**config.mk**
```make
export PLATFORM = sky130hd
export DESIGN_NAME = pfr_core
export DESIGN_NICKNAME = d
export VERILOG_FILES = /design/src/verilog/pfr_pkg.sv /design/src/verilog/pfr_core.sv
export SDC_FILE = /design/constraint.sdc
export NUM_CORES = 1
export LEC_CHECK = 0
export BUFFER_PORTS_ARGS = -buffer_cell sky130_fd_sc_hd__buf_2
export CAP_MARGIN = 20
export CORE_MARGIN = 1.5
export CORE_UTILIZATION = 58
export CTS_CLUSTER_DIAMETER = 30
export CTS_CLUSTER_SIZE = 10
export DETAILED_ROUTE_END_ITERATION = 12
export HOLD_SLACK_MARGIN = 0.1
export PLACE_DENSITY = 0.83
export SYNTH_ARGS = -nofsm -noshare
export SYNTH_HDL_FRONTEND = slang
export SYNTH_SLANG_ARGS = --single-unit
```
**constraint.sdc**
```tcl
create_clock -name i_clk_sys -period 4.2 [get_ports i_clk_sys]
set_input_delay 0.84 -clock i_clk_sys [delete_from_list [all_inputs] [get_ports i_clk_sys]]
set_output_delay 0.84 -clock i_clk_sys [all_outputs]
set_load 0.05 [all_outputs]
```
**src/verilog/pfr_pkg.sv**
```systemverilog
package pfr_pkg;
  // Command codes of the registers held here
  localparam logic [7:0] CMD_TURN_OFF_DELAY = 8'h64;
  localparam logic [7:0] CMD_TURN_OFF_FALL = 8'h65;
  localparam logic [7:0] CMD_TOFF_WARN_LIMIT = 8'h66;
  localparam logic [7:0] CMD_POUT_WARN_LIMIT = 8'h6a;
  localparam logic [7:0] CMD_PIN_WARN_LIMIT = 8'h6b;
  localparam logic [7:0] CMD_STATUS_BYTE = 8'h78;
  localparam logic [7:0] CMD_STATUS_WORD = 8'h79;
  localparam logic [7:0] CMD_TON_RESPONSE = 8'h63;

  // Response field layout
  localparam int RESP_HI = 7;
  localparam int RESP_LO = 6;
  localparam int RETRY_HI = 5;
  localparam int RETRY_LO = 3;
  localparam int DELAY_HI = 2;
  localparam int DELAY_LO = 0;

  localparam logic [1:0] RESP_IGNORE = 2'h0;
  localparam logic [1:0] RESP_DELAY_RETRY = 2'h1;
  localparam logic [1:0] RESP_DISABLE_RETRY = 2'h2;
  localparam logic [1:0] RESP_LATCH_OFF = 2'h3;
  localparam logic [2:0] RETRY_FOREVER = 3'h7;

  // Reset values
  localparam logic [15:0] WORD_RESET = 16'h0000;
  localparam logic [7:0] TON_RESP_RESET = 8'h00;

  // Summary bit positions
  localparam int SB_OFF = 6;
  localparam int SB_VOUT_OV = 5;
  localparam int SB_IOUT_OC = 4;
  localparam int SB_VIN_UV = 3;
  localparam int SB_TEMP = 2;
  localparam int SB_CML = 1;
  localparam int SB_OTHER_NA = 0;
  localparam int SW_VOUT = 15;
  localparam int SW_IOUT_POUT = 14;
  localparam int SW_INPUT = 13;
  localparam int SW_MFR = 12;
  localparam int SW_PGOOD_N = 11;
  localparam int SW_OTHER = 9;

  // Time unit prescaler: one microsecond at 25 MHz
  localparam int CLK_MHZ = 25;
  localparam int US_CYCLES = CLK_MHZ;
  // Microseconds in one millisecond
  localparam int MS_US = 1000;

  typedef enum logic [4:0] {
    PFR_RUN = 5'b00001,
    PFR_GRACE = 5'b00010,
    PFR_WAIT = 5'b00100,
    PFR_TRY = 5'b01000,
    PFR_LATCHED = 5'b10000
  } pfr_state_t;
endpackage : pfr_pkg

```
**src/verilog/pfr_core.sv**
```systemverilog
`timescale 1ns/1ns
// Function
// - Codes 011..110 restart 3..6 times, then stay off until cleared.
// - Code 111 retries forever until off command, bias loss or other fault.
// - Delay field value n means two to the n delay units.
// - Delay is the grace time while running or the gap between retries.
// - Delay unit length comes from the output voltage fault time unit setting.
// - Retry starts are spaced by delay count times time unit.
// - Hold 16-bit turn-off delay value.
// - Hold 16-bit turn-off fall time value.
// - Warn when output misses 12.5 percent within the turn-off limit.
// - Hold output over-power limit; warn when output power exceeds it.
// - Hold input over-power limit; warn when input power exceeds it.
// - Summary bit 6 set whenever output is not powered.
// - Bits 5, 4, 3 flag output overvoltage, overcurrent, input undervoltage.
// - Bit 2 flags temperature; bit 1 flags communication, memory, logic.
// - Bit 0 flags any fault or warning not covered by bits 7..1.
// - Word bit 15 flags any output voltage fault or warning.
// - Bit 14 flags output current or power; bit 13 flags input.
// - Bit 12 flags maker-specific; bit 11 flags power-good negated.
// - Bit 9 set when any other-status bit is set.
// - Response field selects ignore, delay-retry, disable-retry or latch off.
// - Latched fault clears by clear command, reset, off-then-on, or bias loss.
module pfr_core (
  input wire logic i_clk_sys,
  input wire logic i_rst_b,
  input wire logic [7:0] i_cmd,
  input wire logic i_wr,
  input wire logic [15:0] i_wdata,
  output logic [15:0] o_rdata,
  input wire logic [15:0] i_time_unit_us,
  input wire logic i_ton_fault,
  input wire logic i_restart_ok,
  input wire logic i_on_cmd,
  input wire logic i_bias_ok,
  input wire logic i_other_shutdown,
  input wire logic i_clear_faults,
  input wire logic i_vout_below_eighth,
  input wire logic [15:0] i_pout,
  input wire logic [15:0] i_pin,
  input wire logic i_powering,
  input wire logic i_vout_ov_fault,
  input wire logic i_vout_other_flag,
  input wire logic i_iout_oc_fault,
  input wire logic i_iout_other_flag,
  input wire logic i_vin_uv_fault,
  input wire logic i_input_other_flag,
  input wire logic i_temp_flag,
  input wire logic i_cml_flag,
  input wire logic i_mfr_flag,
  input wire logic i_pgood_present,
  input wire logic i_pgood,
  input wire logic [7:0] i_other_status,
  output logic o_output_enable,
  output logic o_restart_pulse,
  output logic o_toff_warn,
  output logic o_pout_warn,
  output logic o_pin_warn,
  output logic [15:0] o_turn_off_delay,
  output logic [15:0] o_turn_off_fall_time
);
  import pfr_pkg::*;

  logic [15:0] turn_off_timeout_warn_limit;
  logic [15:0] output_overpower_warn_limit;
  logic [15:0] input_overpower_warn_limit;
  logic [7:0] turn_on_timeout_fault_response;
  logic [7:0] summary_status_byte;
  logic [15:0] summary_status_word;
  pfr_state_t state;
  logic [7:0] us_cnt;
  logic us_tick;
  logic [15:0] unit_us_cnt;
  logic [7:0] unit_pre;
  logic unit_tick;
  logic [7:0] unit_cnt;
  logic [7:0] delay_units;
  logic [2:0] retry_cnt;
  logic [2:0] retry_limit;
  logic [1:0] resp;
  logic on_prev;
  logic off_on_clear;
  logic ms_tick;
  logic [9:0] ms_us_cnt;
  logic [15:0] toff_ms;
  logic toff_active;

  assign resp = turn_on_timeout_fault_response[RESP_HI:RESP_LO];
  assign retry_limit = turn_on_timeout_fault_response[RETRY_HI:RETRY_LO];
  // Two to the field value delay units
  assign delay_units = 8'h01 << turn_on_timeout_fault_response[DELAY_HI:DELAY_LO];
  assign off_on_clear = i_on_cmd & ~on_prev;

  // Register writes
  always_ff @(posedge i_clk_sys) begin
    if (!i_rst_b) begin
      o_turn_off_delay <= WORD_RESET;
      o_turn_off_fall_time <= WORD_RESET;
      turn_off_timeout_warn_limit <= WORD_RESET;
      output_overpower_warn_limit <= WORD_RESET;
      input_overpower_warn_limit <= WORD_RESET;
      turn_on_timeout_fault_response <= TON_RESP_RESET;
    end else if (i_wr) begin
      unique case (i_cmd)
        CMD_TURN_OFF_DELAY: o_turn_off_delay <= i_wdata;
        CMD_TURN_OFF_FALL: o_turn_off_fall_time <= i_wdata;
        CMD_TOFF_WARN_LIMIT: turn_off_timeout_warn_limit <= i_wdata;
        CMD_POUT_WARN_LIMIT: output_overpower_warn_limit <= i_wdata;
        CMD_PIN_WARN_LIMIT: input_overpower_warn_limit <= i_wdata;
        CMD_TON_RESPONSE: turn_on_timeout_fault_response <= i_wdata[7:0];
        default: ;
      endcase
    end
  end

  // Read mux, registered
  always_ff @(posedge i_clk_sys) begin
    if (!i_rst_b) begin
      o_rdata <= WORD_RESET;
    end else begin
      unique case (i_cmd)
        CMD_TURN_OFF_DELAY: o_rdata <= o_turn_off_delay;
        CMD_TURN_OFF_FALL: o_rdata <= o_turn_off_fall_time;
        CMD_TOFF_WARN_LIMIT: o_rdata <= turn_off_timeout_warn_limit;
        CMD_POUT_WARN_LIMIT: o_rdata <= output_overpower_warn_limit;
        CMD_PIN_WARN_LIMIT: o_rdata <= input_overpower_warn_limit;
        CMD_TON_RESPONSE: o_rdata <= {8'h00, turn_on_timeout_fault_response};
        CMD_STATUS_BYTE: o_rdata <= {8'h00, summary_status_byte};
        CMD_STATUS_WORD: o_rdata <= summary_status_word;
        default: o_rdata <= WORD_RESET;
      endcase
    end
  end

  // Summary byte from the live sources
  always_comb begin
    summary_status_byte = 8'h00;
    summary_status_byte[SB_OFF] = ~i_powering;
    summary_status_byte[SB_VOUT_OV] = i_vout_ov_fault;
    summary_status_byte[SB_IOUT_OC] = i_iout_oc_fault;
    summary_status_byte[SB_VIN_UV] = i_vin_uv_fault;
    summary_status_byte[SB_TEMP] = i_temp_flag;
    summary_status_byte[SB_CML] = i_cml_flag;
    summary_status_byte[SB_OTHER_NA] = i_vout_other_flag | i_iout_other_flag |
      i_input_other_flag | i_mfr_flag | (|i_other_status) | o_toff_warn |
      o_pout_warn | o_pin_warn | (state == PFR_LATCHED) |
      (i_pgood_present & ~i_pgood);
  end

  // Summary word, low byte shared with the byte
  always_comb begin
    summary_status_word = {8'h00, summary_status_byte};
    summary_status_word[SW_VOUT] = i_vout_ov_fault | i_vout_other_flag |
      o_toff_warn | (state == PFR_LATCHED);
    summary_status_word[SW_IOUT_POUT] = i_iout_oc_fault | i_iout_other_flag |
      o_pout_warn;
    summary_status_word[SW_INPUT] = i_vin_uv_fault | i_input_other_flag |
      o_pin_warn;
    summary_status_word[SW_MFR] = i_mfr_flag;
    summary_status_word[SW_PGOOD_N] = i_pgood_present & ~i_pgood;
    summary_status_word[SW_OTHER] = |i_other_status;
  end

  // Microsecond and millisecond enables
  always_ff @(posedge i_clk_sys) begin
    if (!i_rst_b) begin
      us_cnt <= 8'h00;
      us_tick <= 1'b0;
      ms_us_cnt <= 10'h000;
      ms_tick <= 1'b0;
    end else begin
      us_tick <= (us_cnt == 8'(US_CYCLES - 1));
      us_cnt <= (us_cnt == 8'(US_CYCLES - 1)) ? 8'h00 : us_cnt + 8'h01;
      ms_tick <= us_tick && (ms_us_cnt == 10'(MS_US - 1));
      // Millisecond phase restarts while the turn-off watch is idle
      if (o_output_enable || i_vout_below_eighth) begin
        ms_us_cnt <= 10'h000;
      end else if (us_tick) begin
        ms_us_cnt <= (ms_us_cnt == 10'(MS_US - 1)) ? 10'h000 : ms_us_cnt + 10'h001;
      end
    end
  end

  // Delay unit enable; own prescaler so the first unit after a fault is whole
  always_ff @(posedge i_clk_sys) begin
    if (!i_rst_b) begin
      unit_pre <= 8'h00;
      unit_us_cnt <= WORD_RESET;
      unit_tick <= 1'b0;
    end else begin
      unit_tick <= 1'b0;
      if (state == PFR_RUN) begin
        unit_pre <= 8'h00;
        unit_us_cnt <= WORD_RESET;
      end else if (unit_pre != 8'(US_CYCLES - 1)) begin
        unit_pre <= unit_pre + 8'h01;
      end else begin
        unit_pre <= 8'h00;
        if (unit_us_cnt + 16'h0001 >= i_time_unit_us) begin
          unit_us_cnt <= WORD_RESET;
          unit_tick <= 1'b1;
        end else begin
          unit_us_cnt <= unit_us_cnt + 16'h0001;
        end
      end
    end
  end

  always_ff @(posedge i_clk_sys) begin
    if (!i_rst_b) on_prev <= 1'b0;
    else on_prev <= i_on_cmd;
  end

  // Retry sequencer
  always_ff @(posedge i_clk_sys) begin
    if (!i_rst_b) begin
      state <= PFR_RUN;
      unit_cnt <= 8'h00;
      retry_cnt <= 3'h0;
      o_output_enable <= 1'b0;
      o_restart_pulse <= 1'b0;
    end else begin
      o_restart_pulse <= 1'b0;
      if (unit_tick) unit_cnt <= unit_cnt + 8'h01;
      if (i_clear_faults || !i_bias_ok || off_on_clear) begin
        state <= PFR_RUN;
        retry_cnt <= 3'h0;
        unit_cnt <= 8'h00;
        o_output_enable <= i_on_cmd & i_bias_ok;
      end else if (state != PFR_LATCHED && (!i_on_cmd || i_other_shutdown)) begin
        state <= PFR_LATCHED;
        o_output_enable <= 1'b0;
      end else begin
        unique case (state)
          PFR_RUN: begin
            o_output_enable <= i_on_cmd;
            unit_cnt <= 8'h00;
            if (i_ton_fault) begin
              unique case (resp)
                RESP_IGNORE: ;
                RESP_DELAY_RETRY: state <= PFR_GRACE;
                RESP_DISABLE_RETRY: begin
                  o_output_enable <= 1'b0;
                  state <= (retry_limit == 3'h0) ? PFR_LATCHED : PFR_WAIT;
                end
                RESP_LATCH_OFF: begin
                  o_output_enable <= 1'b0;
                  state <= PFR_LATCHED;
                end
              endcase
            end
          end
          PFR_GRACE: begin
            if (!i_ton_fault) begin
              state <= PFR_RUN;
            end else if (unit_cnt >= delay_units) begin
              o_output_enable <= 1'b0;
              unit_cnt <= 8'h00;
              state <= (retry_limit == 3'h0) ? PFR_LATCHED : PFR_WAIT;
            end
          end
          PFR_WAIT: begin
            if (unit_cnt >= delay_units) begin
              unit_cnt <= 8'h00;
              o_output_enable <= 1'b1;
              o_restart_pulse <= 1'b1;
              if (retry_limit != RETRY_FOREVER) retry_cnt <= retry_cnt + 3'h1;
              state <= PFR_TRY;
            end
          end
          PFR_TRY: begin
            if (i_restart_ok) begin
              state <= PFR_RUN;
              retry_cnt <= 3'h0;
            end else if (i_ton_fault) begin
              o_output_enable <= 1'b0;
              if (retry_limit != RETRY_FOREVER && retry_cnt >= retry_limit) begin
                state <= PFR_LATCHED;
              end else begin
                state <= PFR_WAIT;
              end
            end
          end
          PFR_LATCHED: o_output_enable <= 1'b0;
        endcase
      end
    end
  end

  // Turn-off timeout watch, in milliseconds
  always_ff @(posedge i_clk_sys) begin
    if (!i_rst_b) begin
      toff_active <= 1'b0;
      toff_ms <= WORD_RESET;
      o_toff_warn <= 1'b0;
    end else begin
      if (i_clear_faults) o_toff_warn <= 1'b0;
      if (o_output_enable || i_vout_below_eighth) begin
        toff_active <= 1'b0;
        toff_ms <= WORD_RESET;
      end else begin
        toff_active <= 1'b1;
        if (toff_active && ms_tick) toff_ms <= toff_ms + 16'h0001;
        if (toff_active && toff_ms >= turn_off_timeout_warn_limit) o_toff_warn <= 1'b1;
      end
    end
  end

  // Over-power warnings
  always_ff @(posedge i_clk_sys) begin
    if (!i_rst_b) begin
      o_pout_warn <= 1'b0;
      o_pin_warn <= 1'b0;
    end else begin
      o_pout_warn <= i_pout > output_overpower_warn_limit;
      o_pin_warn <= i_pin > input_overpower_warn_limit;
    end
  end
endmodule : pfr_core

```
---- Yosys cells after proc, flatten, opt, wreduce, memory -nomap -nowiden ----
Index checks and enable logic that the tools add are counted.
word-level totals
  register bits ........................... 188
  input bits .............................. 102
  output and inout port bits .............. 53
operators by class
  reduce and logical (&&, ||, !) cells .... 35
  multiplexer cells ....................... 39
  eq/ne operators ......................... 38
  $add $sub $neg .......................... 7
  shifts and indexed selects .............. 1
  magnitude comparators ................... 6
  bitwise logic cells ..................... 26
operator list
  operator                                                         count
  16-bit one-hot mux with 8 select lines                           1
  8-bit by 7-bit == test with 1-bit output, second input constant  8
  5-bit two-way mux                                                9
  16-bit by 1-bit adder with 16-bit output, second input constant  2
  16-bit greater-or-equal comparator                               2
  16-bit greater-than comparator                                   2
  8-bit two-way mux                                                4
  4-bit != test, second input constant                             7
  8-bit by 1-bit adder with 8-bit output, second input constant    3
  8-bit one-hot mux with 3 select lines                            1
  5-bit one-hot mux with 4 select lines                            1
  16-bit two-way mux                                               1
  1-bit OR                                                         16
  1-bit two-way mux                                                15
  5-bit one-hot mux with 3 select lines                            1
  3-bit != test, second input constant                             4
  2-bit AND reduction                                              6
  6-bit AND reduction                                              2
  10-bit by 1-bit adder with 10-bit output, second input constant  1
  10-bit == test, second input constant                            1
  10-bit two-way mux                                               1
  5-bit AND reduction                                              2
  2-bit OR reduction                                               5
  3-bit two-way mux                                                3
  32 further kinds                                                 54

---- Longest topological paths before layout ----
  depth after elaboration ................. 10
  mapped depth ............................ 15

---- Least setup slack after synthesis ----
Ideal clock, no wire load.
  path type ............................... register to register
  start point ............................. reg unit_us_cnt[0]
  end point ............................... reg unit_us_cnt[5]
  arrival ................................. 2.850 ns
  clock period less this slack ............ 2.924 ns
  stages on the path, launching flop included .. 16
  buffers on the path ..................... 2
  setup slack ............................. 1.276 ns
  required time ........................... 4.126 ns
  cells stage by stage .................... dfxtp_1 -> ha_1 -> nand3_1 -> nor2_1 -> and3_1 -> and3_1 -> xor2_1 -> ha_1 -> nand2_1 -> o21ai_0 -> nor3b_1 -> o211a_1 -> buf_2 -> buf_2 -> nand2_1 -> a31oi_1
on the way
  longest elaborated chain between the ends .. 3
ends and longest elaborated chain
  what                                        line                              RTL
  start, declared                             pfr_core.sv:73                    logic [15:0] unit_us_cnt;
  start signal, assigned                      pfr_core.sv:203                   unit_us_cnt <= unit_us_cnt + 16'h0001;
  16-bit by 1-bit adder with 16-bit output *  pfr_core.sv:199, pfr_core.sv:203
  16-bit greater-or-equal comparator          pfr_core.sv:199                   if (unit_us_cnt + 16'h0001 >= i_time_unit_us) begin
  16-bit two-way mux *                        pfr_core.sv:199
Mark *: on every way between the ends. The rest lies on a longest branch, timed or not.
A chain may end at the register's enable or synchronous reset.

---- Worst setup path after layout ----
  start point ............................. reg unit_us_cnt[0]
  end point ............................... reg unit_us_cnt[13]
The elaborated chain is that of the path after synthesis.

==> impl_metrics.ini <==
[cells_and_area]
nets = 1543
drive_above_1_share_pct = 16.74
final_cells = 1589
area_growth_pct = 14.13
final_cell_area_um2 = 11480
fin_util_pct = 68.51
fillers = 1372

[sta]
finalSetupViolCount = 0
finalHoldViolCount = 0
period_share_pct = 82.14
slew_headroom_pct = 38.33
finalSetupTns_ns = 0
fin_crit_ns = 3.450
rsz0062_at_grt = false
fmax_mhz = 289.9
worst_slack_ns = 0.7500
maxSlewViolCount = 0
finClkSkew_ns = 0.009924
worst_pin_slew_ns = 0.9251

[synth]
synth_top_area_share_pct = 37.41
synth.largest_area_cell = dfxtp_1
synthTopCellsByCount = nand2_1, dfxtp_1, a21oi_1, ha_1, nor2_1
yosysMostFrequentCell = nand2_1
synthArstFlopShare_pct = 0
ys_seq_area_share_pct = 37.41
synthCells = 1229
synth_edf_count = 0
syn_nets = 1417
synthTopCellsByArea = dfxtp_1, ha_1, nand2_1
synth-main-ff-cell = dfxtp_1
synth_seq_cells = 188
postSynthAreaPerCell_um2 = 8.186
ys_types = 69
netlist_area_um2 = 10060
synth_warnings = 0

[route]
ant_nets = 0
wl_per_cell_um = 16.68
via_per_inst = 5.948
drc_errors = 0
drt_iter0_markers = 999
wirelength_mm = 26.50
first_pass_iters = 10
via_count = 9452

[place]
io_buffers = 154
gp_congestion = 0.9646
pre_cts_ws_ns = 0.8014
dp_hpwl_mm = 19.37
place_inst = 1556
place_area_um2 = 10910

[global_route]
antenna_found_initial = 1
grt_start_max_net_pins = 77
grtUsageMet2_pct = 48.49
grt_pass1_wl_mm = 43.52
busiest_layer = met2
grt_overflow = 0
grtUsageMet1_pct = 39.39
grt_pass1_vias = 8900
grt_use_total_pct = 30.06
grtUsageMet3_pct = 6.381

[critical_path]
cp_max_fo = 23
cp-end-kind = flip-flop
startpoint_type = flip-flop
crit_required_ns = 4.57
crit_type = flip-flop to flip-flop
arrival_ns = 3.82

[clocking]
postCtsSetupBuffers = 0
clk_pin_slew_ns = 0.07
clk_path_buf_depth = 2
insertion_delay_ns = 0.44
cts_max_level = 4
holdBufCountCts = 0
cts_root_buf = clkbuf_16
cts_resized = 0
cts.sinks = 188
cts_made_buffers = 17
cts_tree = built

[die]
dieArea_um2 = 18150
core_um2 = 16760
die_w_um = 134.7
fp-row-count = 47
die_h_um = 134.7
ioPinCount = 155
start_util_pct = 60.03

[pwr]
peakVddDrop_v = 0.0003066
p_per_area_nw_per_um2 = 310.6
p_leak_nw = 4.477

[job]
max-cap-violations = 0

[hold_path]
hold_path_class = flip-flop to flip-flop

[status]
status = complete, no violations
## final timing paths
path	startpoint	endpoint	slack, ns	cells past startpoint
worst min register to register	output_overpower_warn_limit[15]	output_overpower_warn_limit[15]	0.46	2
worst max register to register	unit_us_cnt[0]	unit_us_cnt[13]	0.75	13
worst min-delay path	output_overpower_warn_limit[15]	output_overpower_warn_limit[15]	0.46	2
worst max-delay path	unit_us_cnt[0]	unit_us_cnt[13]	0.75	13
## critical path, cell delays in order, from the launching register on
cell and delay [ns]:
dfxtp_1 0.40, ha_1 0.24, nand3_1 0.14, nor2_1 0.29, and3_1 0.25, and3_1 0.18, xor2_1 0.20, ha_1 0.26
nand2_1 0.07, o21ai_0 0.11, nor3b_1 0.24, o211a_1 0.62, o21ai_0 0.18, a31oi_1 0.19
## report_power, final
part / leakage, nW / total (mW) / switching (mW) / internal (mW)
Combinational: 2.68 / 0.207 / 0.128 / 0.0786
Clock: 0.282 / 1.56 / 0.739 / 0.822
Sequential: 1.52 / 1.80 / 0.00946 / 1.79
Total: 4.48 / 3.57 / 0.877 / 2.69
## sequential cells by signal, summed over array words and instances (netlist names), 8 cells and up
name,count
o_turn_off_delay,16
unit_us_cnt,16
o_turn_off_fall_time,16
unit_cnt,8
unit_pre,8
output_overpower_warn_limit,16
turn_on_timeout_fault_response,8
ms_us_cnt,10
input_overpower_warn_limit,16
turn_off_timeout_warn_limit,16
o_rdata,16
us_cnt,8
toff_ms,16
## final cells by class
cell class                 instances  area (um^2)  share of cell area, %
multi-input combinational        907         5739                  49.98
sequential                       188         3764                  32.78
timing repair buffer             162        830.8                  7.235
clock buffer                      20        466.7                  4.064
inverter                          79        297.8                  2.593
tap                              220        275.3                  2.397
clock inverter                    12        106.4                 0.9262
antenna                            1        2.502                0.02179
## stage by stage
stage,hold WS (ns),power [mW]
after global routing,0.4761,3.673
after global placement,0.4436,2.037
final,0.4607,3.567
after CTS,0.4584,3.572
after floorplan,0.4297,1.944
after detailed placement,0.4486,2.042
## layout by cell type, fill, tap and decap left out, types with 7 or more instances in the layout
master / count
a31oi_1: 22
buf_4: 8
inv_1: 78
clkbuf_16: 17
and2_1: 10
nor2b_1: 11
nand2b_1: 13
buf_2: 154
a22oi_1: 20
and3_1: 21
xor2_1: 37
a22o_1: 7
nor4_1: 10
a21oi_2: 20
a21o_1: 7
a222oi_1: 15
nand4_1: 18
ha_1: 86
a21oi_1: 114
nor2_1: 80
o21ai_0: 28
nand3_1: 46
dfxtp_1: 188
xnor2_1: 19
nor3_1: 11
nand3b_1: 8
nand2_1: 225
## metal layers
layer / part of all wire, % / vias to the layer above
li1: - / 4559
met1: 42 / 4394
met2: 46 / 432
met3: 8.3 / 67
met4: 3.1 / 0
met5: 0 / -
## kinds of logic (layout without fill, tap and decap cells)
logic type               after synthesis  count (layout)  share of synthesized area, %
AO/OA/AOI/OAI                        275             275                         17.73
XOR/XNOR                              56              56                         4.875
adder cells (fa/ha/maj)               86              86                         10.70
buffers and inverters                134             273                         5.547
flip-flops                           188             188                         37.41
multiplexers                           7               7                        0.7213
other                                  0               1                             0
AND/OR/NAND/NOR                      483             483                         23.02
Power figures use the tool's default switching activity.
